==> src/enc_defines.vh <==
// Constants shared by the encoder node design files.
`ifndef ENC_DEFINES_VH
`define ENC_DEFINES_VH
// Register byte addresses.
`define ENC_A_MODE    8'h00
`define ENC_A_CYCLE   8'h04
`define ENC_A_SYNCN   8'h08
`define ENC_A_PRESET  8'h0C
`define ENC_A_CTRL    8'h10
`define ENC_A_STEPS   8'h14
`define ENC_A_REVS    8'h18
`define ENC_A_POS     8'h1C
`define ENC_A_STATUS  8'h20
`define ENC_A_SWITCH  8'h24
`define ENC_A_PROFILE 8'h28
// Operating modes.
`define ENC_M_POLL    2'h0
`define ENC_M_CYCLIC  2'h1
`define ENC_M_SYNC    2'h2
`define ENC_M_ACYC    2'h3
// Reset values.
`define ENC_RST_MODE  2'h0
`define ENC_RST_CYCLE 16'h0064
`define ENC_RST_SYNCN 8'h01
`define ENC_RST_STEPS 16'h1000
`define ENC_RST_REVS  16'h1000
`define ENC_RST_NODE  7'h01
`define ENC_RST_BAUD  3'h2
`define ENC_PROFILE   32'h00000002
// Status bit positions.
`define ENC_ST_POS    0
`define ENC_ST_PARAM  1
`define ENC_ST_BATT   2
// Message identifier bases.
`define ENC_ID_PDO1   11'h180
`define ENC_ID_PDO2   11'h280
`define ENC_ID_SDO    11'h580
// Raw count layout: low bits are the fraction of one revolution.
`define ENC_FRAC_W    12
// Timing: one millisecond, and the clock period.
`define ENC_MS_NS     1000000
`define ENC_CLK_NS    10
`define ENC_CYC_PER_MS (`ENC_MS_NS / `ENC_CLK_NS)
`endif

==> src/enc_modu.v <==
// Sequential remainder unit, one quotient bit per clock.
`timescale 1ns/1ps
`default_nettype none
module enc_modu (
  // Clock and reset.
  input  wire        clk_in,
  input  wire        rstn_in,
  // Operands and start.
  input  wire        start_in,
  input  wire [31:0] num_in,
  input  wire [31:0] den_in,
  // Result.
  output reg         done_out,
  output reg  [31:0] rem_out
);
  reg  [31:0] quo_reg;
  reg  [5:0]  cnt_reg;
  reg         busy_reg;
  wire [32:0] trial = {rem_out, quo_reg[31]};

  // Restoring division; the divisor is never zero because the range
  // registers refuse zero.
  always @(posedge clk_in or negedge rstn_in) begin
    if (!rstn_in) begin
      rem_out  <= 32'h00000000;
      quo_reg  <= 32'h00000000;
      cnt_reg  <= 6'h00;
      busy_reg <= 1'b0;
      done_out <= 1'b0;
    end else begin
      done_out <= 1'b0;
      if (start_in) begin
        rem_out  <= 32'h00000000;
        quo_reg  <= num_in;
        cnt_reg  <= 6'h20;
        busy_reg <= 1'b1;
      end else if (busy_reg) begin
        if (trial >= {1'b0, den_in})
          rem_out <= trial[31:0] - den_in;
        else
          rem_out <= trial[31:0];
        quo_reg <= {quo_reg[30:0], 1'b0};
        cnt_reg <= cnt_reg - 6'h01;
        if (cnt_reg == 6'h01) begin
          busy_reg <= 1'b0;
          done_out <= 1'b1;
        end
      end
    end
  end
endmodule // enc_modu
`default_nettype wire

==> src/enc_cyctmr.v <==
// Millisecond cycle timer for self-timed position transmission.
`include "enc_defines.vh"
`timescale 1ns/1ps
`default_nettype none
module enc_cyctmr #(
  parameter [31:0] CYC_PER_MS = `ENC_CYC_PER_MS
) (
  // Clock and reset.
  input  wire        clk_in,
  input  wire        rstn_in,
  // Control.
  input  wire        run_in,
  input  wire [15:0] period_ms_in,
  // Expiry pulse.
  output reg         fire_out
);
  reg [31:0] pre_reg;
  reg [15:0] ms_reg;

  // Prescaler makes a millisecond tick; the second counter counts ticks.
  always @(posedge clk_in or negedge rstn_in) begin
    if (!rstn_in) begin
      pre_reg  <= 32'h00000000;
      ms_reg   <= 16'h0000;
      fire_out <= 1'b0;
    end else begin
      fire_out <= 1'b0;
      if (!run_in) begin
        pre_reg <= 32'h00000000;
        ms_reg  <= 16'h0000;
      end else if (pre_reg == CYC_PER_MS - 32'h00000001) begin
        pre_reg <= 32'h00000000;
        if (ms_reg + 16'h0001 >= period_ms_in) begin
          ms_reg   <= 16'h0000;
          fire_out <= 1'b1;
        end else begin
          ms_reg <= ms_reg + 16'h0001;
        end
      end else begin
        pre_reg <= pre_reg + 32'h00000001;
      end
    end
  end
endmodule // enc_cyctmr
`default_nettype wire

==> src/enc_node.v <==
// Position node: transmission modes, preset, scaling, switches, faults.
// What this block does
// - Polled mode answers each service data request with current position.
// - Cyclic mode sends position by itself, repeatedly, without requests.
// - Cyclic period is a whole number of milliseconds, 1 to 65535.
// - Sync mode sends position in answer to master sync telegrams.
// - Send only after the configured count of syncs, then count again.
// - Writing a preset makes the reported position equal that value.
// - Offset from a preset is kept and added to every later report.
// - Direction bit selects rising or falling code for one rotation sense.
// - Steps per turn and turn count configurable; position scaled.
// - Report position fault, parameter fault and low backup cell voltage.
// - Acts as profile class 2 node on extended-frame capable bus.
// - Defaults are fifty kilobit per second and node number one.
// - Three switches give bit rate code, switch 1 most significant.
// - Node address read from decimal rotary switches, used as identity.
//
// The register offsets and the strobed register port are this design's own decisions.
`include "enc_defines.vh"
`timescale 1ns/1ps
`default_nettype none
module enc_node #(
  parameter [31:0] CYC_PER_MS = `ENC_CYC_PER_MS
) (
  // Clock and reset.
  input  wire        core_clk_in,
  input  wire        rstn_in,
  // Register port.
  input  wire [7:0]  addr_in,
  input  wire [31:0] wdata_in,
  input  wire        wr_in,
  input  wire        rd_in,
  output reg  [31:0] rdata_out,
  // Sensor count, same clock: turns above, fraction below.
  input  wire [23:0] raw_count_in,
  // Fault pins from the sensor head.
  input  wire        pos_fault_in,
  input  wire        batt_low_in,
  // Switch pins.
  input  wire [2:0]  baud_sw_in,
  input  wire [3:0]  node_tens_sw_in,
  input  wire [3:0]  node_ones_sw_in,
  // Received messages from the bus controller.
  input  wire        sdo_req_in,
  input  wire        sync_in,
  // Transmit request to the bus controller.
  output reg         tx_req_out,
  output reg  [10:0] tx_id_out,
  output reg  [31:0] tx_data_out,
  input  wire        tx_ack_in,
  // Switch results and the combined fault flag.
  output reg  [2:0]  baud_code_out,
  output reg  [6:0]  node_id_out,
  output reg         fault_out
);
  // ********************************************************
  // Reset release and pin synchronisers
  // ********************************************************
  reg       rst_s1_reg;
  reg       rst_s2_reg;
  wire      rstn = rst_s2_reg;

  // Reset enters asynchronously but is released on the clock.
  always @(posedge core_clk_in or negedge rstn_in) begin
    if (!rstn_in) begin
      rst_s1_reg <= 1'b0;
      rst_s2_reg <= 1'b0;
    end else begin
      rst_s1_reg <= 1'b1;
      rst_s2_reg <= rst_s1_reg;
    end
  end

  reg [12:0] pin_s1_reg;
  reg [12:0] pin_s2_reg;

  // Two stages for every asynchronous pin; only the second is read.
  always @(posedge core_clk_in or negedge rstn) begin
    if (!rstn) begin
      pin_s1_reg <= 13'h0000;
      pin_s2_reg <= 13'h0000;
    end else begin
      pin_s1_reg <= {pos_fault_in, batt_low_in, baud_sw_in,
                     node_tens_sw_in, node_ones_sw_in};
      pin_s2_reg <= pin_s1_reg;
    end
  end

  wire       pfault_s = pin_s2_reg[12];
  wire       batt_s   = pin_s2_reg[11];
  wire [2:0] baud_s   = pin_s2_reg[10:8];
  wire [3:0] tens_s   = pin_s2_reg[7:4];
  wire [3:0] ones_s   = pin_s2_reg[3:0];

  // ********************************************************
  // Helper functions
  // ********************************************************
  // Sum of two values below the range, folded back into the range.
  function [31:0] mod_add;
    input [31:0] a;
    input [31:0] b;
    input [31:0] rng;
    reg   [32:0] s;
    begin
      s = {1'b0, a} + {1'b0, b};
      if (s >= {1'b0, rng})
        s = s - {1'b0, rng};
      mod_add = s[31:0];
    end
  endfunction

  // Difference of two values below the range, folded into the range.
  function [31:0] mod_sub;
    input [31:0] a;
    input [31:0] b;
    input [31:0] rng;
    begin
      if (a >= b)
        mod_sub = a - b;
      else
        mod_sub = mod_add(a, rng - b, rng);
    end
  endfunction

  // ********************************************************
  // Configuration registers
  // ********************************************************
  reg [1:0]  mode_reg;
  reg [15:0] cycle_reg;
  reg [7:0]  syncn_reg;
  reg [31:0] preset_reg;
  reg        dir_down_reg;
  reg [15:0] steps_reg;
  reg [15:0] revs_reg;
  reg        preset_pend_reg;
  reg        perr_reg;
  reg        preset_take;

  wire [31:0] range = steps_reg * revs_reg;
  wire [31:0] new_range_s = wdata_in[15:0] * revs_reg;
  wire [31:0] new_range_r = steps_reg * wdata_in[15:0];
  wire        wr_bad = wr_in &&
    (((addr_in == `ENC_A_CYCLE) && (wdata_in[15:0] == 16'h0000)) ||
     ((addr_in == `ENC_A_SYNCN) && (wdata_in[7:0] == 8'h00)) ||
     ((addr_in == `ENC_A_STEPS) &&
      ((wdata_in[15:0] == 16'h0000) || (preset_reg >= new_range_s))) ||
     ((addr_in == `ENC_A_REVS) &&
      ((wdata_in[15:0] == 16'h0000) || (preset_reg >= new_range_r))) ||
     ((addr_in == `ENC_A_PRESET) && (wdata_in >= range)));

  // Software writes; a bad value is refused and raises the fault.
  always @(posedge core_clk_in or negedge rstn) begin
    if (!rstn) begin
      mode_reg        <= `ENC_RST_MODE;
      cycle_reg       <= `ENC_RST_CYCLE;
      syncn_reg       <= `ENC_RST_SYNCN;
      preset_reg      <= 32'h00000000;
      dir_down_reg    <= 1'b0;
      steps_reg       <= `ENC_RST_STEPS;
      revs_reg        <= `ENC_RST_REVS;
      preset_pend_reg <= 1'b0;
      perr_reg        <= 1'b0;
    end else begin
      if (preset_take)
        preset_pend_reg <= 1'b0;
      if (wr_in && (addr_in == `ENC_A_STATUS) && wdata_in[`ENC_ST_PARAM])
        perr_reg <= 1'b0;
      if (wr_bad)
        perr_reg <= 1'b1;
      if (wr_in && !wr_bad) begin
        case (addr_in)
          `ENC_A_MODE:  mode_reg <= wdata_in[1:0];
          `ENC_A_CYCLE: cycle_reg <= wdata_in[15:0];
          `ENC_A_SYNCN: syncn_reg <= wdata_in[7:0];
          `ENC_A_PRESET: begin
            preset_reg      <= wdata_in;
            preset_pend_reg <= 1'b1;
          end
          `ENC_A_CTRL:  dir_down_reg <= wdata_in[0];
          `ENC_A_STEPS: steps_reg <= wdata_in[15:0];
          `ENC_A_REVS:  revs_reg <= wdata_in[15:0];
          default: ;
        endcase
      end
    end
  end

  // ********************************************************
  // Position pipeline
  // ********************************************************
  localparam [1:0] PS_START = 2'h0;
  localparam [1:0] PS_WAIT  = 2'h1;
  localparam [1:0] PS_DONE  = 2'h2;

  reg  [1:0]  ps_reg;
  reg  [31:0] offset_reg;
  reg  [31:0] pos_reg;
  wire        mod_done;
  wire [31:0] mod_rem;

  wire [11:0] turns = raw_count_in[23:`ENC_FRAC_W];
  wire [11:0] frac  = raw_count_in[`ENC_FRAC_W-1:0];
  wire [27:0] frac_x = frac * steps_reg;
  wire [31:0] scaled = turns * steps_reg + {16'h0000, frac_x[27:12]};

  wire [31:0] dir_pos = !dir_down_reg ? mod_rem :
                        (mod_rem == 32'h00000000) ? 32'h00000000 :
                        range - mod_rem;

  enc_modu u_modu (
    .clk_in   (core_clk_in),
    .rstn_in  (rstn),
    .start_in (ps_reg == PS_START),
    .num_in   (scaled),
    .den_in   (range),
    .done_out (mod_done),
    .rem_out  (mod_rem)
  );

  always @* begin
    preset_take = (ps_reg == PS_DONE) && preset_pend_reg;
  end

  // The count is re-reduced every 35 cycles; a report lags its sample by 34 cycles.
  always @(posedge core_clk_in or negedge rstn) begin
    if (!rstn) begin
      ps_reg     <= PS_START;
      offset_reg <= 32'h00000000;
      pos_reg    <= 32'h00000000;
    end else begin
      case (ps_reg)
        PS_START: ps_reg <= PS_WAIT;
        PS_WAIT:  if (mod_done) ps_reg <= PS_DONE;
        PS_DONE: begin
          ps_reg <= PS_START;
          if (preset_pend_reg) begin
            offset_reg <= mod_sub(preset_reg, dir_pos, range);
            pos_reg    <= preset_reg;
          end else begin
            pos_reg <= mod_add(dir_pos, offset_reg, range);
          end
        end
        default: ps_reg <= PS_START;
      endcase
    end
  end

  // ********************************************************
  // Transmission triggers
  // ********************************************************
  wire       cyc_fire;
  reg  [7:0] sync_cnt_reg;
  reg        pend_sdo_reg;
  reg        pend_pdo_reg;
  reg        pdo_sync_reg;
  reg        acyc_arm_reg;

  enc_cyctmr #(
    .CYC_PER_MS (CYC_PER_MS)
  ) u_tmr (
    .clk_in       (core_clk_in),
    .rstn_in      (rstn),
    .run_in       (mode_reg == `ENC_M_CYCLIC),
    .period_ms_in (cycle_reg),
    .fire_out     (cyc_fire)
  );

  wire sync_hit = sync_in && (sync_cnt_reg + 8'h01 >= syncn_reg);
  wire tx_done  = tx_req_out && tx_ack_in;
  wire load_sdo = !tx_req_out && pend_sdo_reg;
  wire load_pdo = !tx_req_out && !pend_sdo_reg && pend_pdo_reg;

  // A trigger in the cycle its pending flag is taken still stands.
  always @(posedge core_clk_in or negedge rstn) begin
    if (!rstn) begin
      sync_cnt_reg <= 8'h00;
      pend_sdo_reg <= 1'b0;
      pend_pdo_reg <= 1'b0;
      pdo_sync_reg <= 1'b0;
      acyc_arm_reg <= 1'b0;
    end else begin
      if (load_sdo)
        pend_sdo_reg <= 1'b0;
      if (load_pdo)
        pend_pdo_reg <= 1'b0;
      if (sdo_req_in)
        pend_sdo_reg <= 1'b1;
      if (cyc_fire) begin
        pend_pdo_reg <= 1'b1;
        pdo_sync_reg <= 1'b0;
      end
      if (mode_reg != `ENC_M_SYNC)
        sync_cnt_reg <= 8'h00;
      else if (sync_in)
        sync_cnt_reg <= sync_hit ? 8'h00 : sync_cnt_reg + 8'h01;
      if ((mode_reg == `ENC_M_SYNC) && sync_hit) begin
        pend_pdo_reg <= 1'b1;
        pdo_sync_reg <= 1'b1;
      end
      // Acyclic mode: a request arms one send at the next sync.
      if (mode_reg != `ENC_M_ACYC)
        acyc_arm_reg <= 1'b0;
      else if (sdo_req_in)
        acyc_arm_reg <= 1'b1;
      else if (sync_in && acyc_arm_reg) begin
        acyc_arm_reg <= 1'b0;
        pend_pdo_reg <= 1'b1;
        pdo_sync_reg <= 1'b1;
      end
    end
  end

  // ********************************************************
  // Transmit port and switch decode
  // ********************************************************
  reg [6:0] node_dec;

  always @* begin
    node_dec = 7'h00;
    if ((tens_s < 4'hA) && (ones_s < 4'hA))
      node_dec = tens_s * 7'h0A + {3'h0, ones_s};
  end

  // Requests stand until acknowledged; the service answer goes first.
  always @(posedge core_clk_in or negedge rstn) begin
    if (!rstn) begin
      tx_req_out    <= 1'b0;
      tx_id_out     <= 11'h000;
      tx_data_out   <= 32'h00000000;
      baud_code_out <= `ENC_RST_BAUD;
      node_id_out   <= `ENC_RST_NODE;
      fault_out     <= 1'b0;
    end else begin
      baud_code_out <= baud_s;
      if ((node_dec == 7'h00) || (node_dec > 7'h7F))
        node_id_out <= `ENC_RST_NODE;
      else
        node_id_out <= node_dec;
      fault_out <= pfault_s | batt_s | perr_reg;
      if (tx_done)
        tx_req_out <= 1'b0;
      if (load_sdo) begin
        tx_req_out  <= 1'b1;
        tx_id_out   <= `ENC_ID_SDO + {4'h0, node_id_out};
        tx_data_out <= pos_reg;
      end else if (load_pdo) begin
        tx_req_out  <= 1'b1;
        tx_id_out   <= (pdo_sync_reg ? `ENC_ID_PDO2 : `ENC_ID_PDO1) +
                       {4'h0, node_id_out};
        tx_data_out <= pos_reg;
      end
    end
  end

  // ********************************************************
  // Register read port
  // ********************************************************
  // Read data stand in the cycle after the strobe only.
  always @(posedge core_clk_in or negedge rstn) begin
    if (!rstn) begin
      rdata_out <= 32'h00000000;
    end else if (!rd_in) begin
      rdata_out <= 32'h00000000;
    end else begin
      case (addr_in)
        `ENC_A_MODE:   rdata_out <= {30'h0, mode_reg};
        `ENC_A_CYCLE:  rdata_out <= {16'h0000, cycle_reg};
        `ENC_A_SYNCN:  rdata_out <= {24'h000000, syncn_reg};
        `ENC_A_PRESET: rdata_out <= preset_reg;
        `ENC_A_CTRL:   rdata_out <= {31'h0, dir_down_reg};
        `ENC_A_STEPS:  rdata_out <= {16'h0000, steps_reg};
        `ENC_A_REVS:   rdata_out <= {16'h0000, revs_reg};
        `ENC_A_POS:    rdata_out <= pos_reg;
        `ENC_A_STATUS: rdata_out <= {29'h0, batt_s, perr_reg, pfault_s};
        `ENC_A_SWITCH: rdata_out <= {21'h0, baud_code_out, 1'b0,
                                     node_id_out};
        `ENC_A_PROFILE: rdata_out <= `ENC_PROFILE;
        default:       rdata_out <= 32'h00000000;
      endcase
    end
  end
endmodule // enc_node
`default_nettype wire

==> config.mk <==
export PLATFORM = sky130hd
export DESIGN_NAME = enc_node
export DESIGN_NICKNAME = d
export VERILOG_FILES = /design/src/enc_modu.v /design/src/enc_cyctmr.v /design/src/enc_node.v
export VERILOG_INCLUDE_DIRS = /design/src
export SDC_FILE = /design/constraint.sdc
export NUM_CORES = 2
export LEC_CHECK = 0
export ABC_CLOCK_PERIOD_IN_PS = 15200
export BUFFER_PORTS_ARGS = -buffer_cell sky130_fd_sc_hd__buf_2
export CAP_MARGIN = 10
export CORE_ASPECT_RATIO = 1.75
export CORE_MARGIN = 4
export CORE_UTILIZATION = 40
export DETAILED_ROUTE_END_ITERATION = 7
export GPL_ROUTABILITY_DRIVEN = 1
export GPL_TIMING_DRIVEN = 0
export RECOVER_POWER = 50
export SETUP_SLACK_MARGIN = 0.3
export SLEW_MARGIN = 20
export SYNTH_ARGS = -nofsm -noshare
export SYNTH_HDL_FRONTEND = slang
export SYNTH_SLANG_ARGS = --single-unit
==> constraint.sdc <==
create_clock -name core_clk_in -period 15.2 [get_ports core_clk_in]
set_clock_uncertainty 0.1 [all_clocks]
set_input_delay 0 -clock core_clk_in [delete_from_list [all_inputs] [get_ports core_clk_in]]
set_output_delay 0 -clock core_clk_in [all_outputs]
set_load 0.03 [all_outputs]
# Word level (Yosys, flattened, before mapping)
# Index checks and enable logic that the tools add are counted.
word_totals:
  ff_bits: 407
  inputBits: 84
  out_inout_bits: 87
op_classes:
  n_mul: 6
  n_lt_le_gt_ge: 12
  bitwise_logic: 2
  n_reduce_logical: 49
  n_eq_ne: 20
  n_mux: 65
  add_sub_neg: 16
ops:
  columns: ["operator", "n"]
  rows:
  - ["two-way mux 32 bit", 16]
  - ["one-hot mux 32 bit (11 select lines)", 1]
  - ["subtractor 32 bit", 6]
  - ["greater-or-equal comparator 32 bit", 4]
  - ["greater-or-equal comparator 33 x 32 -> 1 bit", 3]
  - ["multiplier 16 x 16 -> 32 bit", 3]
  - ["adder 32 x 32 -> 33 bit", 2]
  - ["multiplier 12 x 16 -> 28 bit", 2]
  - ["two-way mux 16 bit", 3]
  - ["two-way mux 1 bit", 33]
  - ["adder 32 x 1 -> 32 bit (second input constant)", 1]
  - ["equality test 32 x 17 -> 1 bit (second input constant)", 1]
  - ["equality test 8 x 5 -> 1 bit (second input constant)", 4]
  - ["logical NOT 32 bit", 1]
  - ["adder 28 x 16 -> 29 bit", 1]
  - ["equality test 8 x 6 -> 1 bit (second input constant)", 3]
  - ["two-way mux 8 bit", 3]
  - ["two-way mux 11 bit", 2]
  - ["logical AND 1 bit", 18]
  - ["adder 16 x 1 -> 16 bit (second input constant)", 1]
  - ["equality test 8 x 4 -> 1 bit (second input constant)", 2]
  - ["greater-or-equal comparator 16 bit", 1]
  - ["logical NOT 16 bit", 1]
  - ["logical NOT 8 bit", 2]
  - ["28 further kinds", 56]

# Longest topological paths before layout
logic_depth:
  word_depth: 11
  depth_mapped: 64

# Hierarchy
# A second synthesis with hierarchy kept.
hier_totals:
  cells_unflattened: 8270
  hier_area_um2: 71702.5
by_module_without_submodules:
  columns: ["mod", "area_each_um2", "seq_area_each_um2", "cells_each", "n_inst"]
  rows:
  - ["enc_node", 63270.7, 7166.9, 7288, 1]
  - ["enc_modu", 5525.3, 1801.7, 665, 1]
  - ["enc_cyctmr", 2906.5, 1226.2, 317, 1]

# Least setup slack after synthesis
# OpenSTA, ideal clock, no wires.
synth_path:
  path_kind: "flip-flop to flip-flop"
  start: "register steps_reg[7]"
  end: "register offset_reg[5]"
  period_less_slack_ns: 12.200
  slack_ns: 3.000
  t_arrival_ns: 11.968
  path_stages_with_launch: 57
  required_ns: 14.968
  setup_time_ns: 0.132
  path_cell_list: "dfrtp_1 > clkbuf_1 > clkbuf_1 > nand2_1 > fa_1 > fa_1 > inv_1 > ha_1 > fa_1 > fa_1 > inv_1 > fa_1 > inv_1 > ha_1 > o21a_1 > nor2_1 > a21oi_1 > a21o_1 > [21 not listed] > xnor2_1 > ha_1 > and3_1 > a311o_1 > o31a_1 > xor2_1 > ha_1 > a21o_1 > a21o_1 > a31o_2 > a21oi_1 > o21ai_0 > a311oi_2 > o21ai_2 > buf_2 > mux2_1 > a21oi_1 > o21ai_1"
synth_via:
  elab_chain_len: 9
synth_lines:
  columns: ["item", "line_no", "rtl"]
  rows:
  - ["from (decl)", "enc_node.v:133", "reg [15:0] steps_reg;"]
  - ["from (signal assigned)", "enc_node.v:159", "steps_reg <= `ENC_RST_STEPS;"]
  - ["from (signal assigned)", "enc_node.v:180", "`ENC_A_STEPS: steps_reg <= wdata_in[15:0];"]
  - ["multiplier 16 x 16 -> 32 bit *", "enc_node.v:139", "wire [31:0] range = steps_reg * revs_reg;"]
  - ["subtractor 32 bit", "enc_node.v:208", "range - mod_rem;"]
  - ["two-way mux 32 bit", "enc_node.v:207", "(mod_rem == 32'h00000000) ? 32'h00000000 :"]
  - ["two-way mux 32 bit", "enc_node.v:206", "wire [31:0] dir_pos = !dir_down_reg ? mod_rem :"]
  - ["subtractor 32 bit", "enc_node.v:121", "mod_sub = mod_add(a, rng - b, rng);"]
  - ["adder 32 x 32 -> 33 bit", "enc_node.v:105", "s = {1'b0, a} + {1'b0, b};"]
  - ["greater-or-equal comparator 33 x 32 -> 1 bit", "enc_node.v:106", "if (s >= {1'b0, rng})"]
  - ["two-way mux 32 bit", "enc_node.v:106", null]
  - ["two-way mux 32 bit *", "enc_node.v:118", "if (a >= b)"]
  - ["to (signal assigned)", "enc_node.v:237", "offset_reg <= mod_sub(preset_reg, dir_pos, range);"]
  - ["to (decl)", "enc_node.v:196", "reg [31:0] offset_reg;"]
# Mark *: on every way between the ends. The rest lies on a longest branch, timed or not.
# A chain may end at the register's enable or synchronous reset.

# Final worst setup path
layout_path:
  start: "register revs_reg[3]"
  end: "register offset_reg[9]"
layout_via:
  elab_chain_len: 9
layout_lines:
  columns: ["item", "line_no", "rtl"]
  rows:
  - ["from (decl)", "enc_node.v:134", "reg [15:0] revs_reg;"]
  - ["from (signal assigned)", "enc_node.v:160", "revs_reg <= `ENC_RST_REVS;"]
  - ["from (signal assigned)", "enc_node.v:181", "`ENC_A_REVS: revs_reg <= wdata_in[15:0];"]
  - ["multiplier 16 x 16 -> 32 bit *", "enc_node.v:139", null]
  - ["subtractor 32 bit", "enc_node.v:208", null]
  - ["two-way mux 32 bit", "enc_node.v:207", null]
  - ["two-way mux 32 bit", "enc_node.v:206", null]
  - ["subtractor 32 bit", "enc_node.v:121", null]
  - ["adder 32 x 32 -> 33 bit", "enc_node.v:105", null]
  - ["subtractor 32 bit or greater-or-equal comparator 33 x 32 -> 1 bit (tied branches)", "enc_node.v:107, enc_node.v:106", null]
  - ["two-way mux 32 bit", "enc_node.v:106", null]
  - ["two-way mux 32 bit *", "enc_node.v:118", null]
# Marks and branches as above.

==> impl_metrics.py <==
metrics = {
    "routing": {
        "avgViaCountPerCell": 5.73,
        "dr.pass1.iters": 7,
        "wl_met3_um": 17900,
        "top_layer_used": "met5",
        "dr_wl_met2_um": 141000,
        "drt-met1-wl_um": 91500,
        "routed_wirelength_um": 280000,
        "dr.first_iter.drc_count": 4220,
        "wl_per_cell_um": 26.5,
        "antenna_left": 0,
        "drcViolationCount": 0,
        "vias": 60600,
    },
    "pwr": {
        "leakagePower_nw": 38.2,
        "swShare": 0.538,
        "switching_power_mw": 5.99,
        "comb_power_share": 0.761,
        "pwr-share-seq": 0.132,
        "power.internal_mw": 5.14,
        "peakVddDrop_mv": 0.451,
        "power_frac_clock": 0.107,
        "power.density_nw_per_um2": 146,
    },
    "sta": {
        "finalSetupViolCount": 0,
        "rsz0062_at_grt": "true",
        "fin_setup_tns_ns": 0,
        "tightest_slew_ns": 3.01,
        "fmax_ghz": 0.0686,
        "drv_slew": 339,
        "holdWs_ns": 0.0117,
        "relSlewSlack": -1.01,
        "hold_viol_final": 0,
        "setup_ws_ns": 0.631,
        "fin_crit_ns": 14.57,
        "post-route-period-util": 0.959,
    },
    "final_layout": {
        "seqCellArea_um2": 10200,
        "multiInputGateArea_um2": 54300,
        "finish.utilization": 0.440,
        "drive_gt1_frac": 0.0600,
        "final.fill_count": 17200,
        "nNetsFinal": 10100,
        "syn2layout_area_growth_pct": 9.17,
    },
    "run_status": {
        "status": "complete, but fails checks",
        "violations": "max-capacitance violations, max-slew violations",
    },
    "global_route": {
        "grt_pass1_wl_um": 409000,
        "grt_max_degree": 58,
        "first_global_vias": 63900,
        "grt_use_total": 0.307,
        "grt-ovfl-total": 0,
        "antenna_found_initial": 23,
    },
    "critical_path": {
        "worst-path-buf-inv": 6,
        "critPathMaxFanout": 10,
        "required_ns": 15.71,
        "crit_slowest_cell": "dfrtp_1",
        "crit_path_frequent_cell": "ha_1",
        "crit_type": "reg -> reg",
        "critical-path-max-stage-delay_ns": 0.66,
        "cp-end-kind": "flop",
        "start_kind": "flop",
        "cp_data_arrival_time_ns": 15.08,
        "r2r_setup_slack_ns": 0.63,
        "crit_family": "compound AO/OA/AOI/OAI gates",
    },
    "synthesis": {
        "synth_top_area_share": 0.254,
        "syn_nets": 9790,
        "ys_top_cells_by_count": "inv_1 (1186), nand2_1 (1067), fa_1 (887), ha_1 (837), and2_1 (444)",
        "yosysWarnings": 0,
        "synth_most_common_cell": "inv_1",
        "ys_ff_latch": 407,
        "synth_top_cell_by_area": "fa_1",
        "synth_area_leaders": "fa_1 (25%), ha_1 (15%), dfrtp_1 (14%)",
        "syn_inst": 7982,
        "synth_area_per_cell_um2": 8.77,
        "yosysSeqAreaShare": 0.146,
        "async_flop_share": 1.00,
        "yosysUniqueCellTypes": 93,
        "syn-cell-area_um2": 70000,
        "synthFlopType": "dfrtp_1",
        "synth_edf_count": 0,
    },
    "die": {
        "die_height_um": 561,
        "rows": 202,
        "io_pins": 171,
        "die_x_um": 324,
        "die-area_um2": 182000,
        "start_util": 0.403,
        "fp.coreArea_um2": 174000,
    },
    "clock_network": {
        "htree_num_levels": 2,
        "clockBufferDepth": 3,
        "tritoncts": "built",
        "cts_root_buffer": "clkbuf_16",
        "cts_buffers": 42,
        "clock_sinks": 407,
        "clk_latency_ns": 0.68,
        "clk_pin_slew_ns": 0.07,
    },
    "placed_design": {
        "dp_hpwl_um": 233000,
        "dp_slack_ns": -1.45,
        "globalplace.congestion": 1.02,
        "portBuffers": 167,
    },
    "flow_run": {
        "max-cap-violations": 7,
    },
    "worst_hold_path": {
        "hp-class": "in -> reg",
    },
}
==> cell usage in the layout, fill, tap and decap left out, types with 95 or more instances in the layout <==
master,n
inv_1,1186
nand2_1,1067
fa_1,887
ha_1,837
and2_1,444
dfrtp_1,390
a21oi_1,355
clkbuf_1,338
o21ai_0,310
nor2_1,286
a21o_1,231
xnor2_1,226
xor2_1,152
mux2_2,130
nand3_1,95
==> final timing paths <==
kind,from,end,cells past startpoint
worst min register to register,pin_s1_reg[8]$_DFF_PN0_,pin_s2_reg[8]$_DFF_PN0_,0
min in group asynchronous,rstn_in,rst_s1_reg$_DFF_PN0_,3
max in group asynchronous,rst_s2_reg$_DFF_PN0_,u_tmr.ms_reg[12]$_DFFE_PN0P_,4
worst min-delay path,raw_count_in[12],u_modu.quo_reg[0]$_DFFE_PN0P_,5
worst max register to register,revs_reg[3]$_DFFE_PN0P_,offset_reg[9]$_DFFE_PN0P_,55
worst max-delay path,revs_reg[3]$_DFFE_PN0P_,offset_reg[9]$_DFFE_PN0P_,55
==> per-stage QoR <==
stage | total power [mW] | instance area (um2) | instances
after CTS | 11.0 | 76400 | 10500
after global routing | 11.8 | 76400 | 10600
after detailed placement | 9.74 | 74000 | 10400
after global placement | 9.66 | 73600 | 10400
final | 11.1 | 76400 | 10600
after floorplan | 7.12 | 70000 | 7982
==> cell type report <==
class | count | area share
inverter | 1186 | 0.0583
timing repair buffer | 250 | 0.0197
clock inverter | 27 | 0.00544
antenna | 18 | 0.000589
sequential | 407 | 0.134
buffer | 343 | 0.0198
tap | 2244 | 0.0367
multi-input combinational | 6046 | 0.711
clock buffer | 51 | 0.0150
==> worst register-to-register path: cells and delay by family (launching register included) <==
| kind | cells | cell delay, ns |
|---|---|---|
| AO/OA/AOI/OAI | 19 | 4.86 |
| XOR/XNOR | 4 | 0.70 |
| AND/OR/NAND/NOR | 15 | 2.41 |
| flip-flops | 1 | 0.66 |
| buffers and inverters | 6 | 1.30 |
| adder cells (fa/ha/maj) | 11 | 4.47 |
==> kinds of logic (layout without fill, tap and decap cells) <==
group / count (synthesis) / count (layout) / synth area share
adder cells (fa/ha/maj): 1724 / 1724 / 0.403
multiplexers: 209 / 209 / 0.0323
AO/OA/AOI/OAI: 1393 / 1393 / 0.128
AND/OR/NAND/NOR: 2323 / 2323 / 0.158
XOR/XNOR: 396 / 396 / 0.0496
flip-flops: 407 / 407 / 0.146
buffers and inverters: 1529 / 1857 / 0.0830
other: 1 / 19 / 0.0000536
==> timing repair <==
action                                 in CTS  in global routing
setup buffers                               4                  6
gates resized for setup                    78                109
hold buffers                               62                  0
setup endpoints to repair                  49                 32
pin swaps                                   3                  7
endpoints found under the hold margin      55                  0
==> per-layer routing <==
metal / GRT usage / up-vias
met3: 0.0500 / 964
met1: 0.311 / 30500
met4: 0.262 / 8
met2: 0.544 / 2464
met5: 0 / -
li1: - / 26600
==> power by group through the flow <==
stage	sequential [mW]	clock, mW	combinational (mW)
2_1_floorplan	1.44	0	5.68
3_3_place_gp	1.49	0	8.16
3_5_place_dp	1.47	0	8.26
4_1_cts	1.45	1.21	8.35
5_1_grt	1.47	1.25	9.11
6_report	1.46	1.19	8.48
Power figures use the tool's default switching activity.
